--- src/sram_ctl_pkg.sv ---
// Constants and types for the asynchronous 1M x 4 static memory controller.
// Function
// - Controller times data setup and hold to the edge ending the write.
// - Controller waits at least 100 us after power before any access.
// - Reads last at least 10 ns; data is valid 10 ns after address.
// - Controller sets the address no later than select falls.
// - Strobe-ended write with drive low lasts float delay plus data setup.
// - Controller must not drive data while the memory still drives it.
// - Controller holds select high before lowering supply to retention; the controller has no supply or retention control.
package sram_ctl_pkg;
  localparam int ADDR_W = 20;
  localparam int DATA_W = 4;
  localparam int CLK_NS = 20;
  localparam int POWER_US = 100;
  localparam int POWER_CYC = (POWER_US * 1000) / CLK_NS;
  localparam int READ_CYCLE_NS = 10;
  localparam int ADDR_ACCESS_NS = 10;
  localparam int DRIVE_FLOAT_NS = 5;
  localparam int DATA_SETUP_NS = 5;
  localparam int WRITE_PULSE_NS = 7;
  // Least times round up to whole cycles, never below one.
  localparam int ACCESS_CYC = (ADDR_ACCESS_NS + CLK_NS - 1) / CLK_NS;
  localparam int FLOAT_CYC = (DRIVE_FLOAT_NS + CLK_NS - 1) / CLK_NS;
  localparam int PULSE_CYC =
    (WRITE_PULSE_NS + DATA_SETUP_NS + CLK_NS - 1) / CLK_NS;
  localparam int CNT_W = 16;

  typedef struct packed {
    logic valid;
    logic write;
    logic [ADDR_W-1:0] addr;
    logic [DATA_W-1:0] data;
  } request_t;

  typedef struct packed {
    logic valid;
    logic [DATA_W-1:0] data;
  } answer_t;

  typedef struct packed {
    logic [ADDR_W-1:0] addr;
    logic chipSelect_n;
    logic outputDrive_n;
    logic writeStrobe_n;
    logic [DATA_W-1:0] dataOut;
    logic dataOe;
  } pins_t;

  typedef enum logic [2:0] {
    S_POWER, S_IDLE, S_READ, S_WFLOAT, S_WPULSE, S_WEND
  } state_t;
endpackage
--- src/sram_controller.sv ---
// Host controller that drives an asynchronous 1M x 4 static memory.
`timescale 1ns/1ns
module sram_controller #(
  parameter int POWER_WAIT = sram_ctl_pkg::POWER_CYC
) (
  input wire logic clk,
  input wire logic reset_n,
  input wire sram_ctl_pkg::request_t request,
  output logic ready,
  output sram_ctl_pkg::answer_t answer,
  output sram_ctl_pkg::pins_t pins,
  input wire logic [sram_ctl_pkg::DATA_W-1:0] dataIn
);
  import sram_ctl_pkg::*;

  // Refuse a wait the counter cannot hold, or a read access count shorter than the read cycle.
  if (POWER_WAIT < 1 || POWER_WAIT >= (1 << CNT_W)) begin : g_badWait
    $error("POWER_WAIT out of range");
  end
  if (ACCESS_CYC * CLK_NS < READ_CYCLE_NS) begin : g_badAccess
    $error("read access count shorter than the read cycle");
  end

  typedef struct packed {
    state_t state;
    logic [CNT_W-1:0] count;
    pins_t pins;
    answer_t answer;
  } ctl_t;

  ctl_t cur;
  ctl_t next_cur;

  localparam logic [CNT_W-1:0] POWER_LOAD = CNT_W'(POWER_WAIT - 1);
  localparam logic [CNT_W-1:0] ACCESS_LOAD = CNT_W'(ACCESS_CYC - 1);
  localparam logic [CNT_W-1:0] FLOAT_LOAD = CNT_W'(FLOAT_CYC - 1);
  localparam logic [CNT_W-1:0] PULSE_LOAD = CNT_W'(PULSE_CYC - 1);
  // Step counts for the sequence delays in the checks below.
  localparam int FLOAT_STEPS = FLOAT_CYC;
  localparam int PULSE_STEPS = PULSE_CYC;
  localparam int ACCESS_STEPS = ACCESS_CYC;

  assign ready = (cur.state == S_IDLE);
  assign answer = cur.answer;
  assign pins = cur.pins;

  always_comb begin
    next_cur = cur;
    next_cur.answer.valid = 1'b0;
    case (cur.state)
      S_POWER: begin
        // Selection held off through the power-up wait.
        if (cur.count == '0) begin
          next_cur.state = S_IDLE;
        end else begin
          next_cur.count = cur.count - 1'b1;
        end
      end
      S_IDLE: begin
        // Address is placed in the same edge as select falls.
        if (request.valid) begin
          next_cur.pins.addr = request.addr;
          next_cur.pins.chipSelect_n = 1'b0;
          if (request.write) begin
            // Drive released first so the memory floats before data.
            next_cur.pins.outputDrive_n = 1'b1;
            next_cur.pins.dataOut = request.data;
            next_cur.count = FLOAT_LOAD;
            next_cur.state = S_WFLOAT;
          end else begin
            next_cur.pins.outputDrive_n = 1'b0;
            next_cur.count = ACCESS_LOAD;
            next_cur.state = S_READ;
          end
        end
      end
      S_READ: begin
        if (cur.count == '0) begin
          next_cur.answer.valid = 1'b1;
          next_cur.answer.data = dataIn;
          next_cur.pins.chipSelect_n = 1'b1;
          next_cur.pins.outputDrive_n = 1'b1;
          next_cur.state = S_IDLE;
        end else begin
          next_cur.count = cur.count - 1'b1;
        end
      end
      S_WFLOAT: begin
        if (cur.count == '0) begin
          next_cur.pins.dataOe = 1'b1;
          next_cur.pins.writeStrobe_n = 1'b0;
          next_cur.count = PULSE_LOAD;
          next_cur.state = S_WPULSE;
        end else begin
          next_cur.count = cur.count - 1'b1;
        end
      end
      S_WPULSE: begin
        // Strobe ends the write; data stays one more cycle for hold.
        if (cur.count == '0) begin
          next_cur.pins.writeStrobe_n = 1'b1;
          next_cur.state = S_WEND;
        end else begin
          next_cur.count = cur.count - 1'b1;
        end
      end
      S_WEND: begin
        next_cur.pins.dataOe = 1'b0;
        next_cur.pins.chipSelect_n = 1'b1;
        next_cur.state = S_IDLE;
      end
      default: begin
        next_cur.state = S_IDLE;
      end
    endcase
  end

  always_ff @(posedge clk or negedge reset_n) begin
    if (!reset_n) begin
      cur.state <= S_POWER;
      cur.count <= POWER_LOAD;
      cur.pins.addr <= '0;
      cur.pins.chipSelect_n <= 1'b1;
      cur.pins.outputDrive_n <= 1'b1;
      cur.pins.writeStrobe_n <= 1'b1;
      cur.pins.dataOut <= '0;
      cur.pins.dataOe <= 1'b0;
      cur.answer <= '0;
    end else begin
      cur <= next_cur;
    end
  end
endmodule

--- config.mk ---
export PLATFORM = sky130hd
export DESIGN_NAME = sram_controller
export DESIGN_NICKNAME = d
export VERILOG_FILES = /design/src/sram_ctl_pkg.sv /design/src/sram_controller.sv
export SDC_FILE = /design/constraint.sdc
export NUM_CORES = 1
export LEC_CHECK = 0
export BUFFER_PORTS_ARGS = -buffer_cell sky130_fd_sc_hd__buf_4
export CAP_MARGIN = 10
export CORE_MARGIN = 8
export CORE_UTILIZATION = 35
export DETAILED_ROUTE_END_ITERATION = 8
export PLACE_DENSITY = 0.56
export SETUP_SLACK_MARGIN = 0.15
export SYNTH_ARGS = -nofsm -noshare
export SYNTH_HDL_FRONTEND = slang
export SYNTH_SLANG_ARGS = --single-unit
--- constraint.sdc ---
create_clock -name clk -period 3.25 [get_ports clk]
set_input_delay 0.325 -clock clk [delete_from_list [all_inputs] [get_ports clk]]
set_output_delay 0.325 -clock clk [all_outputs]
set_load 0.01 [all_outputs]
# Yosys cells after proc, flatten, opt, wreduce, memory -nomap -nowiden
# Index checks and enable logic that the tools add are counted.
classes:
  n_eq_ne: 11
  addsub: 1
  n_mux: 19
  reduce_logical: 18
ops:
  columns: ["op", "count"]
  rows:
  - ["16-bit one-hot mux with 3 select lines", 1]
  - ["41-bit two-way mux", 1]
  - ["16-bit two-way mux", 2]
  - ["17-bit two-way mux", 1]
  - ["16-bit logical NOT", 1]
  - ["16-bit by 1-bit subtractor with 16-bit output, second input constant", 1]
  - ["3-bit AND reduction", 5]
  - ["3-bit one-hot mux with 4 select lines", 1]
  - ["5-bit two-way mux", 2]
  - ["2-bit inequality test, second input constant", 5]
  - ["3-bit two-way mux", 3]
  - ["3-bit by 2-bit == test with 1-bit output, second input constant", 2]
  - ["3-bit == test, second input constant", 2]
  - ["1-bit one-hot mux with 2 select lines", 3]
  - ["2-bit AND reduction", 3]
  - ["2-bit nonzero test", 3]
  - ["3-bit nonzero test", 2]
  - ["4-bit AND reduction", 1]
  - ["3-bit by 1-bit == test with 1-bit output, second input constant", 1]
  - ["3-bit logical NOT", 1]
  - ["1-bit two-way mux", 3]
  - ["1-bit one-hot mux with 3 select lines", 1]
  - ["3-bit OR reduction", 1]
  - ["2-bit two-way mux", 1]
  - ["other kinds (2)", 2]
word_totals:
  ff_bits: 52
  output_inout_bits: 34
  wordCells: 59
  in_bits: 32

# Depth between registers and ports, before layout
logic_depth:
  depth_word: 4
  mapped_depth: 7
  mapped_depth_nobuf: 6

# Worst setup path after synthesis
# OpenSTA, ideal clock, no wires.
synth_path:
  kind: "flip-flop to flip-flop"
  startpoint: "register cur[40] in the netlist's numbering"
  endpoint: "register cur[45] in the netlist's numbering"
  path_buffers: 1
  t_required_ns: 3.174
  setup_ns: 0.076
  period_less_slack_ns: 2.062
  path_stages_with_launch: 6
  slack_ns: 1.188
  arrival_time_ns: 1.986
  cell_sequence: "dfstp_2 -> or4_1 -> buf_2 -> or3_4 -> or4_1 -> a21oi_1"
synth_via:
  elab_chain_cells: 3
  elab_cells_between_ends: 7
  cone_classes: "add/sub (1); eq/ne (1); mux (3); reduce/logical (2)"
synth_rtl:
  columns: ["element", "line", "rtl"]
  rows:
  - ["start: declaration", "sram_controller.sv:31", "ctl_t cur;"]
  - ["start signal: assignment", "sram_controller.sv:130", "cur <= next_cur;"]
  - ["16-bit by 1-bit subtractor with 16-bit output or 16-bit logical NOT (tied branches)", null, null]
  - ["16-bit two-way mux (tied with other cells)", "sram_controller.sv:53, sram_controller.sv:78, sram_controller.sv:100", null]
  - ["16-bit one-hot mux with 3 select lines or 3-bit AND reduction (tied branches)", null, null]
# Parallel ways exist; a longest one is shown, timed or not. The select of a mux whose other input is x is not followed.
# A chain may end at the register's enable or synchronous reset.

# Worst setup path in the final report
layout_path:
  startpoint: "register cur[33] in the netlist's numbering"
  endpoint: "register, netlist name answer[2]"
layout_via:
  elab_chain_cells: 2
layout_rtl:
  columns: ["element", "line", "rtl"]
  rows:
  - ["16-bit logical NOT", "sram_controller.sv:78", "if (cur.count == '0) begin"]
  - ["2-bit AND reduction (no source line)", null, null]
# No other way between the ends.

==> run metrics <==
#FFs+latches synth 52; dpl cells 421; nets@finish 360; Pwr Density 804 nW/um^2; Static Leak 1.49 nW; Worst Skew 8.60 ps; critical path capture point type flop; Die Y 105 um; setup TNS 0 ps; ant diodes 0; multiplexer share of the synthesized area 0.0510; # IOs 66; CP max-delay cell nor3_1; CTS tree yes; post-DP HPWL 4.50 mm; Synth Area in Adders 0.00910; Max H-tree Level 2; PortBufs 65; gr ovfl total 0; Slew Viols, Final 0; routability cong. 0.782; Final Worst Setup Slack 865 ps; Worst R2R Path Depth 6; Least-Margin Pin Slew between 800 and 900 ps; crit-path cells inv_1, ha_1, nor4b_1, nand4_1, nor3_1, mux2_2; Max Cap Viol 0; crit path DAT 2580 ps; maximum clock insertion buffer count 2; Final Setup Violations 0; Root Driver clkbuf_8; Area growth syn-to-layout 16.1%; crit path kind flop to flop; GRT Resource Usage Total 0.115; clk_lat worst skew roughly 300 ps; sw frac 0.373; CTS Hold Bufs 0; global-route wire length before repair ~11 mm; R2R setup slack 860 ps; peak supply drop 0.000437 V; clock group share of total power 0.144; placed cell area 3100 um^2; Mapped Cells 298; endpoints failing hold 0; Compound-Gate Fraction of Synth Area 0.120; pre-CTS setup slack 829 ps; Via Count 2,099; Synth Area in XOR/XNOR 0; largest family of logic cells by synthesized area simple AND/OR/NAND/NOR gates; RR Startpoint cur[33]; core area roughly 7700 um^2; Worst Setup Start Kind flop; DRT antenna net count 0; Post-synth ARST share 1.00; CTS buffer count 5; worst-path fanout max 7; Top delay family on crit path simple AND/OR/NAND/NOR gates; slowest stage delay, CP around 600 ps; die area 10,900 um^2; Final Util 0.415; site row count 32; Pint about 1.6 mW; prevailing post-synth register cell dfrtp_1; Design Area, Final 3190 um^2; vias in the first global route about 2,200; WHS ~47 ps; total power between 2 and 3 mW; initial antenna violation count 0; Rel. slew slack 0.445; Ys Warns 0; Simple-Gate Fraction of Synth Area 0.223; Combinational Power Share 0.393; Buf/Inv on CP 1; initial cell density of the core 0.358; Syn Area/Cell 9.22 um^2; layout cells sized above 1 0.312; EDFF count, synth 0; Clk pin slew, worst setup/hold paths 100 ps; HP Class input pin to async pin; RSZ-0062 raised after global routing no; postcts setup bufs 0; DRC violation count after routing 0; width of the die 105 um; Pre-antenna DRT Iters 4; final instance count without filler cells between 400 and 500; post-cts sizing count 0; Post-Syn Nets 332; wire per inst ~15 um; DRT Wirelength just over 6 mm; clk sink count 52; Initial DRC Count approximately 130; fin crit share 0.734; Max Freq 0.419 GHz; post-route minimum period 2390 ps; Seq/Total Area, Yosys 0.478; NetSw 0.958 mW; status finished clean; sequential share of power 0.462; Via density 4.89; Worst Path Required 3440 ps; post-synthesis cell area 2750 um^2; worst reg2reg endpoint answer[2]; largest net degree at the start of global routing 53; Distinct cells, synth 43
how the worst max path moves through the flow:
stage | from | endpoint | slack [ps] | cells after the start
after global routing | cur[33] | answer[3] | 600 | 6
after floorplan | cur[40] | cur[45] | 1190 | 5
after detailed placement | cur[33] | answer[3] | 830 | 6
final | cur[33] | answer[2] | 860 | 6
after global placement | cur[33] | answer[1] | 910 | 6
after CTS | cur[33] | answer[3] | 830 | 6
power groups by stage:
stage               clock [mW]  combinational, mW  sequential, mW
floorplan                    0              0.878            1.10
global placement             0               1.00            1.19
detailed placement           0               1.02            1.20
CTS                      0.388               1.02            1.18
global route             0.415               1.13            1.23
finish                   0.370               1.01            1.19
routing by layer:
layer,vias up,global-route usage,part of all wire
li1,1052,-,-
met1,994,0.147,0.46
met2,51,0.181,0.46
met3,2,0.0436,0.076
met4,0,0.0214,0.0037
met5,-,0,0
cell usage after synthesis (all sizes together) (3+ instances only):
cell type	number	area, um^2
a21oi	19	95.1
buf	35	258
clkbuf	13	48.8
dfrtp	42	1050
dfstp	10	263
inv	6	22.5
mux2	8	90.1
mux2i	5	50.1
nand2	73	274
nand3	4	20.0
nor2	12	45.0
nor3	6	30.0
o211ai	3	22.5
o21ai	10	50.0
o31ai	7	52.6
or3	7	48.8
or4	8	60.1
or4b	3	30.0
worst register-to-register path, delay by kind of cell (launching register included):
kind                       cells  cell delay [ps]
adders and majority gates      1              180
buffers and inverters          1              100
muxes                          1              410
DFF                            1              380
and+or+nand+nor                3             1220
area by class of cell:
type	instances	area, um^2
Multi-Input combinational cell	192	1120
Clock inverter	2	16.3
Clock buffer	6	72.6
Timing Repair Buffer	69	518
Tap cell	102	128
Sequential cell	52	1310
Fill cell	804	4500
Inverter	6	22.5
kinds of logic (layout without fill, tap and decap cells):
kind of cell,Yosys count,count (layout)
AO/OA/AOI/OAI,52,52
adder cells (fa/ha/maj),2,2
flip-flops,52,52
buffers and inverters,54,83
multiplexers,13,13
AND/OR/NAND/NOR,125,125
cell usage in the layout, fill, tap and decap left out, types with 3 or more instances in the layout:
cell,count
a21oi_1,19
buf_4,69
clkbuf_8,5
dfrtp_1,42
dfstp_2,10
inv_1,6
mux2_2,8
mux2i_1,5
nand2_1,73
nand3_1,4
nor2_1,12
nor3_1,6
o211ai_1,3
o21ai_0,9
o31ai_1,7
or3_1,6
or4_1,8
flip-flops by register name, summed over array words and instances, names as in the netlist:
name,flops
answer,5
pins,28
cur,19
(Power assumes the default switching activity.)
